[src/common/port_pkg.sv]
// Shared constants and types for the slave FIFO and command port
package port_pkg;
  // Select codes and endpoint memory layout
  localparam logic [2:0] SEL_CMD = 3'h4;
  localparam int unsigned NUM_EP = 4;
  localparam int unsigned FILL_W = 12;
  localparam logic [11:0] FIFO_BYTES = 12'h400;
  localparam logic [11:0] PKT_FILL = 12'h200;
  localparam logic [9:0] MAX_PKT = 10'h200;
  localparam logic [3:0] EP_IS_IN = 4'hC;
  // Command byte fields
  localparam int unsigned CB_ADDR_FLAG = 7;
  localparam int unsigned CB_READ = 6;
  localparam int unsigned CB_ADDR_MSB = 5;
  localparam int unsigned NIB_MSB = 3;
  localparam logic [2:0] CMD_BUSY = 3'h2;
  // Register addresses on the command channel
  localparam logic [5:0] RA_IFCFG = 6'h01;
  localparam logic [5:0] RA_COMMIT_POLARITY_REG = 6'h04;
  localparam logic [5:0] RA_PINPOL = 6'h09;
  localparam logic [15:0] PINPOL_XDATA = 16'hE609;
  localparam logic [5:0] RA_FLAGMAP = 6'h0A;
  localparam logic [5:0] RA_WIDTH_BASE = 6'h10;
  localparam logic [5:0] RA_PF_BASE = 6'h18;
  localparam logic [5:0] RA_FILL_BASE = 6'h20;
  // Bit positions
  localparam int unsigned IFC_INT_CLK = 7;
  localparam int unsigned IFC_48 = 6;
  localparam int unsigned IFC_INV = 4;
  localparam int unsigned IFC_ASYNC = 3;
  localparam int unsigned POL_COMMIT = 5;
  localparam int unsigned PP_WR = 2;
  localparam int unsigned PP_RD = 3;
  localparam int unsigned PP_OE = 4;
  localparam int unsigned PFH_DIR = 7;
  localparam int unsigned PFH_PACKET_STATUS_MODE = 6;
  localparam int unsigned FM_FIXED = 2;
  // Reset values and internal clock half periods, less one, in core cycles
  localparam logic [7:0] PFH_OUT_RESET = 8'h82;
  localparam logic [7:0] PFH_IN_RESET = 8'h02;
  localparam logic [1:0] HALF_30 = 2'h1;
  localparam logic [1:0] HALF_48 = 2'h0;
  typedef enum logic [1:0] {CMD_IDLE = 2'b00, CMD_HI = 2'b01, CMD_LO = 2'b10} cmd_state_t;
  typedef struct packed {
    logic [2:0] sel;
    logic cs_n;
    logic rd;
    logic wr;
    logic oe;
    logic commit;
    logic interface_clock;
    logic [15:0] data;
  } pins_t;
  localparam pins_t PINS_IDLE = {3'h0, 6'h3E, 16'h0000};
  typedef struct packed {
    logic [1:0] ep;
    logic wide;
    logic [15:0] data;
  } tx_word_t;
  typedef struct packed {
    logic prev_rd, prev_wr, prev_cm, prev_clk, clk_gen;
    logic [1:0] div;
    logic [7:0] ifcfg, commit_polarity_reg, pinpol, flagmap;
    logic [NUM_EP-1:0] wide;
    logic [NUM_EP-1:0][7:0] pf_hi;
    logic [NUM_EP-1:0][7:0] pf_lo;
    logic [NUM_EP-1:0][FILL_W-1:0] fill;
    logic [NUM_EP-1:0][9:0] pkt_bytes;
    logic [NUM_EP-1:0][2:0] done;
    cmd_state_t cst;
    logic [5:0] cmd_addr;
    logic [3:0] nib;
    logic [7:0] rdata, status;
    logic rd_wait;
    logic [2:0] busy;
    logic ready, irq_n, data_oe_n, flag_a, flag_b, flag_c, out_pop, clk_pin, clk_oe_n;
    logic [1:0] out_pop_ep;
    logic [15:0] data_out;
  } core_state_t;
endpackage

[src/hw/pin_sync.sv]
// Two-stage synchroniser for master-side pins
`timescale 1ns/10ps
`default_nettype none
module pin_sync #(
  parameter int unsigned WIDTH = 1,
  parameter logic [WIDTH-1:0] RESET_VAL = '0
) (
  // Clock, reset, enable
  input wire logic core_clk,
  input wire logic resetn,
  input wire logic ce,
  // Pins in, synchronised out
  input wire logic [WIDTH-1:0] d,
  output logic [WIDTH-1:0] q
);
  typedef struct packed {
    logic [WIDTH-1:0] meta;
    logic [WIDTH-1:0] q;
  } sync_t;
  sync_t s, next_s;

  // First stage feeds only the second
  always_comb begin
    next_s.meta = d;
    next_s.q = s.meta;
  end

  // Register both stages
  always_ff @(posedge core_clk) begin
    if (!resetn) begin
      s <= {RESET_VAL, RESET_VAL};
    end else if (ce) begin
      s <= next_s;
    end
  end

  assign q = s.q;
endmodule
`default_nettype wire

[src/hw/word_buffer.sv]
// Two-entry buffer with valid and ready on both sides
`timescale 1ns/10ps
`default_nettype none
module word_buffer #(
  parameter int unsigned WIDTH = 19
) (
  // Clock, reset, enable
  input wire logic core_clk,
  input wire logic resetn,
  input wire logic ce,
  // Filling side
  input wire logic in_valid,
  output logic in_ready,
  input wire logic [WIDTH-1:0] in_data,
  // Draining side
  output logic out_valid,
  input wire logic out_ready,
  output logic [WIDTH-1:0] out_data
);
  typedef struct packed {
    logic [1:0] v;
    logic [1:0][WIDTH-1:0] d;
  } buf_t;
  buf_t s, next_s;

  // Entry zero is always the head; entry one takes the overflow
  always_comb begin
    next_s = s;
    if (out_ready && s.v[0]) begin
      next_s.v = {1'b0, s.v[1]};
      next_s.d[0] = s.d[1];
    end
    if (in_valid && !s.v[1]) begin
      if (!next_s.v[0]) begin
        next_s.v[0] = 1'b1;
        next_s.d[0] = in_data;
      end else begin
        next_s.v[1] = 1'b1;
        next_s.d[1] = in_data;
      end
    end
  end

  // Register the entries
  always_ff @(posedge core_clk) begin
    if (!resetn) begin
      s <= '0;
    end else if (ce) begin
      s <= next_s;
    end
  end

  // Ready depends only on stored state
  assign in_ready = !s.v[1];
  assign out_valid = s.v[0];
  assign out_data = s.d[0];
endmodule
`default_nettype wire

[src/hw/slave_fifo_command_port.sv]
// Slave FIFO and nibble command port facing an external master
//
// Overview of operation
// - Select 000-011 picks endpoint two to eight, 100 commands, rest reserved.
// - Synchronous reads pop per clock edge; asynchronous reads pop on strobe release.
// - The data bus is driven only while output enable is asserted.
// - Writes capture bus data per clock edge or on strobe release.
// - Packet commit sends the current IN buffer even when short.
// - Controls are active low at reset; polarity registers can flip all but chip select.
// - Config bit 7 picks internal clock, bit 6 picks its rate.
// - Config bit 4 inverts the interface clock, input or output.
// - Inactive chip select floats the bus and ignores strobes and commit.
// - Bus width is 8 or 16 bits per endpoint width bit.
// - Flags a, b, c give programmable, full, empty; pin d is chip select.
// - Fixed flags watch one FIFO; indexed flags follow the select lines.
// - By default OUT flags at 512 bytes or more, IN at 512 or less.
// - OUT flag compares total byte count against a 13-bit threshold.
// - IN flag with packet status set compares current packet bytes.
// - IN flag otherwise compares committed packets plus current bytes.
// - Commands use low byte; bit 7 address, bit 6 read, bits 5-0 address.
// - A new address byte discards an unfinished write.
// - Each value goes as two data bytes, upper nibble first.
// - Command channel shares pins except commit; adds ready and interrupt.
// - At reset endpoints two, four are OUT and six, eight are IN.
// - Ready drops after each command byte and returns when free.
// - After a read address byte the interrupt shows data waiting.
// - Reading the status byte clears the pending interrupt.
`timescale 1ns/10ps
`default_nettype none
module slave_fifo_command_port #(
  parameter logic [2:0] CMD_BUSY_CYCLES = port_pkg::CMD_BUSY
) (
  // Clock, reset, enable
  input wire logic core_clk,
  input wire logic resetn,
  input wire logic ce,
  // Master-side control pins
  input wire logic [2:0] port_select,
  input wire logic chip_select_n,
  input wire logic read_strobe,
  input wire logic write_strobe,
  input wire logic bus_output_enable,
  input wire logic packet_commit,
  // Interface clock pin
  input wire logic interface_clock_in,
  output logic interface_clock_out,
  output logic interface_clock_oe_n,
  // Data bus pin
  input wire logic [15:0] port_data_in,
  output logic [15:0] port_data_out,
  output logic port_data_oe_n,
  // Flags, ready and interrupt
  output logic flag_out_a,
  output logic flag_out_b,
  output logic flag_out_c,
  output logic ready,
  output logic irq_n,
  // Endpoint side: IN words toward USB
  output port_pkg::tx_word_t tx_word,
  output logic tx_valid,
  input wire logic tx_ready,
  // Endpoint side: OUT data and packet traffic
  input wire logic [15:0] out_head,
  output logic out_pop,
  output logic [1:0] out_pop_ep,
  input wire logic out_arrive,
  input wire logic [1:0] out_arrive_ep,
  input wire logic in_sent,
  input wire logic [1:0] in_sent_ep,
  input wire logic [7:0] event_in
);
  import port_pkg::*;

  pins_t pin_raw, pin;
  core_state_t s, next_s;
  tx_word_t push_word;
  logic push_valid, push_ready;
  logic sel_fifo, sel_cmd, live, cs_on, oe_on;
  logic rd_act, wr_act, cm_act, clk_lvl, clk_rise, async_mode;
  logic rd_ev, wr_ev, cm_ev, ep_in;
  logic [1:0] ep, fe;
  logic [1:0] step;
  logic [3:0] lo_nib;
  logic [7:0] wbyte;

  //////////////////////////////////////////////////////////////////////////////
  // Pin synchronisers and the IN word buffer

  assign pin_raw = {port_select, chip_select_n, read_strobe, write_strobe,
                    bus_output_enable, packet_commit, interface_clock_in, port_data_in};

  pin_sync #(.WIDTH($bits(pins_t)), .RESET_VAL(PINS_IDLE)) u_sync (
    .core_clk(core_clk),
    .resetn(resetn),
    .ce(ce),
    .d(pin_raw),
    .q(pin)
  );

  word_buffer #(.WIDTH($bits(tx_word_t))) u_buf (
    .core_clk(core_clk),
    .resetn(resetn),
    .ce(ce),
    .in_valid(push_valid),
    .in_ready(push_ready),
    .in_data(push_word),
    .out_valid(tx_valid),
    .out_ready(tx_ready),
    .out_data(tx_word)
  );

  //////////////////////////////////////////////////////////////////////////////
  // Helpers

  // Programmable flag level against threshold
  function automatic logic pf_hit(input logic is_in, input logic [7:0] hi,
                                  input logic [7:0] lo, input logic [FILL_W-1:0] fill,
                                  input logic [9:0] pkt, input logic [2:0] done);
    logic [12:0] thr;
    logic [12:0] lvl;
    thr = {hi[4:0], lo};
    if (!is_in) begin
      lvl = {1'b0, fill};
    end else if (hi[PFH_PACKET_STATUS_MODE]) begin
      lvl = {3'h0, pkt};
    end else begin
      lvl = {done, pkt};
    end
    return hi[PFH_DIR] ? (lvl >= thr) : (lvl <= thr);
  endfunction

  // Register read decode
  function automatic logic [7:0] read_reg(input core_state_t st, input logic [5:0] a);
    logic [7:0] v;
    v = 8'h00;
    if (a == RA_IFCFG) begin
      v = st.ifcfg;
    end else if (a == RA_COMMIT_POLARITY_REG) begin
      v = st.commit_polarity_reg;
    end else if (a == RA_PINPOL) begin
      v = st.pinpol;
    end else if (a == RA_FLAGMAP) begin
      v = st.flagmap;
    end else if (a[5:2] == RA_WIDTH_BASE[5:2]) begin
      v = {7'h00, st.wide[a[1:0]]};
    end else if (a[5:3] == RA_PF_BASE[5:3]) begin
      v = a[0] ? st.pf_lo[a[2:1]] : st.pf_hi[a[2:1]];
    end else if (a[5:2] == RA_FILL_BASE[5:2]) begin
      v = st.fill[a[1:0]][FILL_W-1:4];
    end
    return v;
  endfunction

  //////////////////////////////////////////////////////////////////////////////
  // Next-state logic

  always_comb begin
    next_s = s;
    // Select decode and pin polarity
    sel_fifo = !pin.sel[2];
    sel_cmd = pin.sel == SEL_CMD;
    ep = pin.sel[1:0];
    ep_in = EP_IS_IN[ep];
    cs_on = !pin.cs_n;
    live = cs_on && (sel_fifo || sel_cmd);
    rd_act = pin.rd ^ !s.pinpol[PP_RD];
    wr_act = pin.wr ^ !s.pinpol[PP_WR];
    cm_act = pin.commit ^ !s.commit_polarity_reg[POL_COMMIT];
    oe_on = live && (pin.oe ^ !s.pinpol[PP_OE]);
    async_mode = s.ifcfg[IFC_ASYNC];
    step = s.wide[ep] ? 2'h2 : 2'h1;
    lo_nib = pin.data[NIB_MSB:0];
    wbyte = {s.nib, lo_nib};

    // Interface clock source, divider and inversion
    if (s.ifcfg[IFC_INT_CLK]) begin
      if (s.div == 2'h0) begin
        next_s.div = s.ifcfg[IFC_48] ? HALF_48 : HALF_30;
        next_s.clk_gen = !s.clk_gen;
      end else begin
        next_s.div = s.div - 2'h1;
      end
      clk_lvl = s.clk_gen ^ s.ifcfg[IFC_INV];
    end else begin
      clk_lvl = pin.interface_clock ^ s.ifcfg[IFC_INV];
    end
    next_s.clk_pin = next_s.clk_gen ^ s.ifcfg[IFC_INV];
    next_s.clk_oe_n = !s.ifcfg[IFC_INT_CLK];
    clk_rise = clk_lvl && !s.prev_clk;
    next_s.prev_clk = clk_lvl;

    // Strobe events: clock qualifier or release edge
    rd_ev = live && (async_mode ? (s.prev_rd && !rd_act) : (clk_rise && rd_act));
    wr_ev = live && (async_mode ? (s.prev_wr && !wr_act) : (clk_rise && wr_act));
    cm_ev = live && sel_fifo && (async_mode ? (s.prev_cm && !cm_act) : (clk_rise && cm_act));
    next_s.prev_rd = rd_act;
    next_s.prev_wr = wr_act;
    next_s.prev_cm = cm_act;

    // Bus drive, command channel on the low byte
    next_s.data_oe_n = !oe_on;
    if (sel_cmd) begin
      next_s.data_out = {8'h00, s.rd_wait ? s.rdata : s.status};
    end else if (s.wide[ep]) begin
      next_s.data_out = out_head;
    end else begin
      next_s.data_out = {8'h00, out_head[7:0]};
    end

    // USB side packet traffic
    if (out_arrive && !EP_IS_IN[out_arrive_ep]
        && s.fill[out_arrive_ep] <= FIFO_BYTES - PKT_FILL) begin
      next_s.fill[out_arrive_ep] = s.fill[out_arrive_ep] + PKT_FILL;
    end
    if (in_sent && EP_IS_IN[in_sent_ep] && s.done[in_sent_ep] != 3'h0) begin
      next_s.done[in_sent_ep] = s.done[in_sent_ep] - 3'h1;
      next_s.fill[in_sent_ep] = (s.fill[in_sent_ep] > PKT_FILL) ?
                                s.fill[in_sent_ep] - PKT_FILL : 12'h000;
    end

    // Master read from an OUT FIFO
    next_s.out_pop = 1'b0;
    next_s.out_pop_ep = ep;
    if (rd_ev && sel_fifo && !ep_in && next_s.fill[ep] != 12'h000) begin
      next_s.out_pop = 1'b1;
      next_s.fill[ep] = (next_s.fill[ep] > {10'h000, step}) ?
                        next_s.fill[ep] - {10'h000, step} : 12'h000;
    end

    // Master write into an IN FIFO, auto commit at full packet
    push_valid = 1'b0;
    push_word = {ep, s.wide[ep], pin.data};
    if (wr_ev && sel_fifo && ep_in && push_ready
        && next_s.fill[ep] + {10'h000, step} <= FIFO_BYTES) begin
      push_valid = 1'b1;
      next_s.fill[ep] = next_s.fill[ep] + {10'h000, step};
      next_s.pkt_bytes[ep] = s.pkt_bytes[ep] + {8'h00, step};
      if (next_s.pkt_bytes[ep] >= MAX_PKT) begin
        next_s.pkt_bytes[ep] = 10'h000;
        next_s.done[ep] = next_s.done[ep] + 3'h1;
      end
    end

    // Short packet commit
    if (cm_ev && ep_in && next_s.pkt_bytes[ep] != 10'h000) begin
      next_s.pkt_bytes[ep] = 10'h000;
      next_s.done[ep] = next_s.done[ep] + 3'h1;
    end

    // Command byte framing
    if (s.busy != 3'h0) begin
      next_s.busy = s.busy - 3'h1;
    end
    if (wr_ev && sel_cmd && s.busy == 3'h0) begin
      next_s.busy = CMD_BUSY_CYCLES;
      if (pin.data[CB_ADDR_FLAG]) begin
        next_s.cmd_addr = pin.data[CB_ADDR_MSB:0];
        if (pin.data[CB_READ]) begin
          next_s.cst = CMD_IDLE;
          next_s.rdata = read_reg(s, pin.data[CB_ADDR_MSB:0]);
          next_s.rd_wait = 1'b1;
        end else begin
          next_s.cst = CMD_HI;
        end
      end else begin
        case (s.cst)
          CMD_HI: begin
            next_s.nib = lo_nib;
            next_s.cst = CMD_LO;
          end
          CMD_LO: begin
            next_s.cst = CMD_HI;
            if (s.cmd_addr == RA_IFCFG) begin
              next_s.ifcfg = wbyte;
            end else if (s.cmd_addr == RA_COMMIT_POLARITY_REG) begin
              next_s.commit_polarity_reg = wbyte;
            end else if (s.cmd_addr == RA_PINPOL) begin
              next_s.pinpol = wbyte;
            end else if (s.cmd_addr == RA_FLAGMAP) begin
              next_s.flagmap = wbyte;
            end else if (s.cmd_addr[5:2] == RA_WIDTH_BASE[5:2]) begin
              next_s.wide[s.cmd_addr[1:0]] = wbyte[0];
            end else if (s.cmd_addr[5:3] == RA_PF_BASE[5:3]) begin
              if (s.cmd_addr[0]) begin
                next_s.pf_lo[s.cmd_addr[2:1]] = wbyte;
              end else begin
                next_s.pf_hi[s.cmd_addr[2:1]] = wbyte;
              end
            end
          end
          default: next_s.cst = CMD_IDLE;
        endcase
      end
    end

    // Command reads: waiting data first, else the status byte
    if (rd_ev && sel_cmd) begin
      if (s.rd_wait) begin
        next_s.rd_wait = 1'b0;
      end else begin
        next_s.status = 8'h00;
      end
    end
    next_s.status = next_s.status | event_in;
    next_s.irq_n = !(next_s.rd_wait || next_s.status != 8'h00);
    next_s.ready = next_s.busy == 3'h0;

    // Flag pins for the indexed or fixed FIFO
    fe = s.flagmap[FM_FIXED] ? s.flagmap[1:0] : ep;
    next_s.flag_a = pf_hit(EP_IS_IN[fe], s.pf_hi[fe], s.pf_lo[fe], s.fill[fe],
                           s.pkt_bytes[fe], s.done[fe]);
    next_s.flag_b = s.fill[fe] >= FIFO_BYTES || (EP_IS_IN[fe] && !push_ready);
    next_s.flag_c = s.fill[fe] == 12'h000;
  end

  //////////////////////////////////////////////////////////////////////////////
  // State register

  always_ff @(posedge core_clk) begin
    if (!resetn) begin
      s <= '0;
      s.pf_hi <= {PFH_IN_RESET, PFH_IN_RESET, PFH_OUT_RESET, PFH_OUT_RESET};
      s.ready <= 1'b1;
      s.irq_n <= 1'b1;
      s.data_oe_n <= 1'b1;
      s.clk_oe_n <= 1'b1;
      s.flag_c <= 1'b1;
    end else if (ce) begin
      s <= next_s;
    end
  end

  // Outputs straight from state
  assign interface_clock_out = s.clk_pin;
  assign interface_clock_oe_n = s.clk_oe_n;
  assign port_data_out = s.data_out;
  assign port_data_oe_n = s.data_oe_n;
  assign flag_out_a = s.flag_a;
  assign flag_out_b = s.flag_b;
  assign flag_out_c = s.flag_c;
  assign ready = s.ready;
  assign irq_n = s.irq_n;
  assign out_pop = s.out_pop;
  assign out_pop_ep = s.out_pop_ep;

  //////////////////////////////////////////////////////////////////////////////
  // Assertions

  AST_OE_GATED: assert property (
    @(posedge core_clk) disable iff (!resetn)
    $past(ce) && !port_data_oe_n |-> $past(oe_on))
    else $error("data bus driven without output enable");

  AST_CS_QUIET: assert property (
    @(posedge core_clk) disable iff (!resetn)
    ce && !cs_on |=> !out_pop && port_data_oe_n)
    else $error("activity while chip select inactive");

  AST_RESERVED_QUIET: assert property (
    @(posedge core_clk) disable iff (!resetn)
    ce && pin.sel[2] && pin.sel[1:0] != 2'h0 |=> !out_pop && $stable(s.cmd_addr))
    else $error("reserved select code acted on");

  AST_READY_DROP: assert property (
    @(posedge core_clk) disable iff (!resetn)
    ce && wr_ev && sel_cmd && ready |=> !ready)
    else $error("ready did not drop after command byte");

  AST_READY_RETURN: assert property (
    @(posedge core_clk) disable iff (!resetn || !ce)
    $fell(ready) |-> ##[1:8] ready)
    else $error("ready did not return");

  AST_READ_IRQ: assert property (
    @(posedge core_clk) disable iff (!resetn)
    ce && wr_ev && sel_cmd && ready && pin.data[CB_ADDR_FLAG] && pin.data[CB_READ]
    |=> !irq_n && s.rd_wait)
    else $error("no interrupt after read address byte");

  AST_STATUS_CLEAR: assert property (
    @(posedge core_clk) disable iff (!resetn)
    ce && rd_ev && sel_cmd && !s.rd_wait && event_in == 8'h00 |=> s.status == 8'h00)
    else $error("status read did not clear interrupt");

  AST_NIBBLE_WRITE: assert property (
    @(posedge core_clk) disable iff (!resetn)
    ce && wr_ev && sel_cmd && ready && s.cst == CMD_LO && s.cmd_addr == RA_IFCFG
    && !pin.data[CB_ADDR_FLAG] |=> s.ifcfg == {$past(s.nib), $past(lo_nib)})
    else $error("nibble pair not assembled into register");

  AST_POP_ON_READ: assert property (
    @(posedge core_clk) disable iff (!resetn)
    ce && rd_ev && sel_fifo && !ep_in && s.fill[ep] != 12'h000 |=> out_pop)
    else $error("read strobe did not advance OUT FIFO");
endmodule
`default_nettype wire

[config.mk]
export PLATFORM = sky130hd
export DESIGN_NAME = slave_fifo_command_port
export DESIGN_NICKNAME = d
export VERILOG_FILES = /design/src/common/port_pkg.sv /design/src/hw/pin_sync.sv /design/src/hw/word_buffer.sv /design/src/hw/slave_fifo_command_port.sv
export SDC_FILE = /design/constraint.sdc
export NUM_CORES = 1
export LEC_CHECK = 0
export ABC_CLOCK_PERIOD_IN_PS = 11700
export BUFFER_PORTS_ARGS = -buffer_cell sky130_fd_sc_hd__buf_2
export CELL_PAD_IN_SITES_DETAIL_PLACEMENT = 1
export CELL_PAD_IN_SITES_GLOBAL_PLACEMENT = 2
export CORE_ASPECT_RATIO = 0.75
export CORE_MARGIN = 2
export CORE_UTILIZATION = 39
export CTS_CLUSTER_DIAMETER = 100
export CTS_CLUSTER_SIZE = 40
export DETAILED_ROUTE_END_ITERATION = 16
export PLACE_DENSITY_LB_ADDON = 0.15
export SYNTH_ARGS = -nofsm -noshare
export SYNTH_HDL_FRONTEND = slang
export SYNTH_SLANG_ARGS = --single-unit
[constraint.sdc]
create_clock -name core_clk -period 11.7 [get_ports core_clk]
set_input_delay 1.17 -clock core_clk [delete_from_list [all_inputs] [get_ports core_clk]]
set_output_delay 1.17 -clock core_clk [all_outputs]
set_load 0.02 [all_outputs]
==> metrics.txt <==
status=completed; core box area=roughly 0.050 mm^2; largest net degree at the start of global routing=93; synth top area cells=dfxtp_1, mux2i_1, mux4_2; cts bufs inserted=16; dpl cells=~2800; Hold-fix buffers, CTS=0; Critical Path RT=12150 ps; post-DR vias/cell=6.128; vias=around 18000; # DRC=0; Post-synth EDFFs=0; Switch Pwr=661.1 uW; Async S/R FF share, synth=0%; HP Class=flip-flop to flip-flop; Yosys reg bits=356; DR WL/cell=26.21 um; CTS tree=built; post-route clock skew=55.41 ps; clk_lat worst skew=580 ps; Yosys Warn Count=0; CP arrival=roughly 10000 ps; Most common cell on crit path=ha_1; top-count cell post-synth=dfxtp_1; Synth top cells by count=dfxtp_1, nor2_1, nand2_1, mux2i_1, a21oi_1; antenna fix cells=0; fill count=5767; worst hold slack=463.8 ps; Die H=a little under 200 um; final setup fails=0; Die Wd=263.6 um; TNS Setup=0 ps; Rel. slew slack=22.40%; antenna viol nets, final=0; Switching Share=between 20% and 30%; # rows=just over 70; drt first pass iters=7; CP Capture Type=flip-flop; post_cts resized=0; Reg clk slew, reported paths=150 ps; sequential group share of total power=55.1%; max incr delay on CP=550 ps; Post-Syn Area per Cell=8.800 um^2; Root Driver=clkbuf_16; Gate power share=about a tenth; Starting Density=39.41%; Max Freq=slightly above 100 MHz; hpwl dp=between 50000 and 60000 um; Power Total=2.265 mW; max_cap viols=0; ys flop type=dfxtp_1; Max VDD drop=0.00009352 V; first-pass GRT wire length=112900 um; internal power=~1.6 mW; drt total wl=about 75000 um; Initial DRC Count=1443; post-synth top area cell=dfxtp_1; Final Util=42.16%; I/O Pins=106; vias in the first global route=17200; Tmin final=a little under 10000 ps; fin cells=approximately 2900; initial antenna violation count=2; syn_nets=2329; htree depth=1; full die area=approximately 0.052 mm^2; slowest CP cell=mux4_2; Clock Sinks=roughly 360; Buffers on Ports=105; Post-CTS Setup Bufs=0; Final Cycle Share=82.44%; Slew @ Worst Pin=1160 ps; RSZ-0062 raised after global routing=no; sequential-to-total area share from yosys stat=36.15%; fin nets=roughly 2300; Cell Area, Synth=just under 0.02 mm^2; CP max FO=20; distinct cell type count after synthesis=97; Mapped Cells=2240; Leakage=around 8 nW; Clock Tree Buf Depth=3; fin. max-slew vios=0; Critical Path Start Type=primary input; area grow syn2layout=6.975%; PD cells=107.4 mW/mm^2; reg-to-reg slack, setup=2590 ps; GP Congestion=0.9453; Clock power frac=34.4%; Synth top area share=36.15%; GRT Residual Overflow=0; critical path class=primary input to flip-flop; Final Hold Vio Count=0; Tot GR Track Use=28.16%; layout cells sized above 1=a little over an eighth
==> registers in the layout, indices dropped and copies added (netlist names), 2 cells and up <==
| register | flops |
|---|---|
| u_sync.q | 25 |
| u_buf.s | 20 |
| u_buf.out_data | 19 |
| u_sync.next_s | 25 |
| s | 238 |
| out_pop_ep | 2 |
| port_data_out | 16 |
==> critical path: cells and delay by family <==
kind / cells / cell delay, ps
xor gates and xnor gates: 1 / 540
and+or+nand+nor: 13 / 3110
buffers and inverters: 3 / 910
muxes: 3 / 1250
adders and majority gates: 4 / 960
AOI/OAI and AO/OA: 9 / 2120
==> routing by layer <==
layer,part of all wire [%],GRT usage [%],vias up
li1,-,-,7974
met1,50,43.69,8973
met2,40,39.81,597
met4,1.4,4.148,0
met3,8.2,6.450,69
met5,0,0,-
==> power groups by stage <==
| stage | logic [mW] | registers, mW | clock network (mW) |
|---|---|---|---|
| after floorplan | 0.162 | 1.27 | 0 |
| after global placement | 0.232 | 1.27 | 0 |
| after detailed placement | 0.234 | 1.27 | 0 |
| after CTS | 0.236 | 1.25 | 0.800 |
| after global routing | 0.257 | 1.25 | 0.839 |
| final | 0.239 | 1.25 | 0.779 |
==> final timing paths <==
kind,from,to,cells past startpoint
worst max-delay path,in_sent_ep[0],s[66]$_SDFFE_PN0P_,33
worst min-delay path,u_buf.s[31]$_SDFFE_PN0P_,u_buf.s[31]$_SDFFE_PN0P_,2
worst max register to register,s[68]$_SDFFE_PN0P_,s[66]$_SDFFE_PN0P_,32
worst min register to register,u_buf.s[31]$_SDFFE_PN0P_,u_buf.s[31]$_SDFFE_PN0P_,2
==> area by class of cell <==
cell class	count	area, um^2	share of cell area (%)
Clock inverter	9	180.2	0.8544
Tap cell	657	822.0	3.898
Timing Repair Buffer	138	782.0	3.708
Multi-Input combinational cell	1656	11580	54.92
Inverter	40	157.7	0.7476
Sequential cell	356	7134	33.83
Clock buffer	18	429.2	2.035
==> kinds of logic (layout without fill, tap and decap cells) <==
group	count (synthesis)	count (layout)	share of synthesized area (%)
AO/OA/AOI/OAI	471	471	15.65
XOR/XNOR	38	38	1.688
adder cells (fa/ha/maj)	30	30	2.018
buffers and inverters	228	205	5.217
flip-flops	356	356	36.15
multiplexers	294	294	20.06
AND/OR/NAND/NOR	823	823	19.21
==> placed cells by master (no fill, tap or decap), types with 24 or more instances in the layout <==
cell type | Yosys | routed
mux2i_1 | 206 | 204
and2_1 | 36 | 36
mux4_2 | 80 | 80
a211oi_1 | 28 | 28
nand2_1 | 212 | 212
ha_1 | 27 | 27
o22ai_1 | 25 | 25
nor3_1 | 43 | 43
a21oi_1 | 143 | 143
buf_4 | 38 | 34
nand3_1 | 50 | 50
or3_1 | 24 | 24
nor2_1 | 326 | 326
buf_2 | 6 | 103
dfxtp_1 | 356 | 352
inv_1 | 37 | 36
o21ai_0 | 93 | 93
==> per-stage QoR <==
| step | setup WS [ps] | area (um^2) |
|---|---|---|
| CTS | 2170 | 21090 |
| global placement | 1906 | 20480 |
| floorplan | 3048 | 19710 |
| finish | 2054 | 21090 |
| detailed placement | 1601 | 20480 |
| global route | 1355 | 21090 |
(Power assumes the default switching activity.)
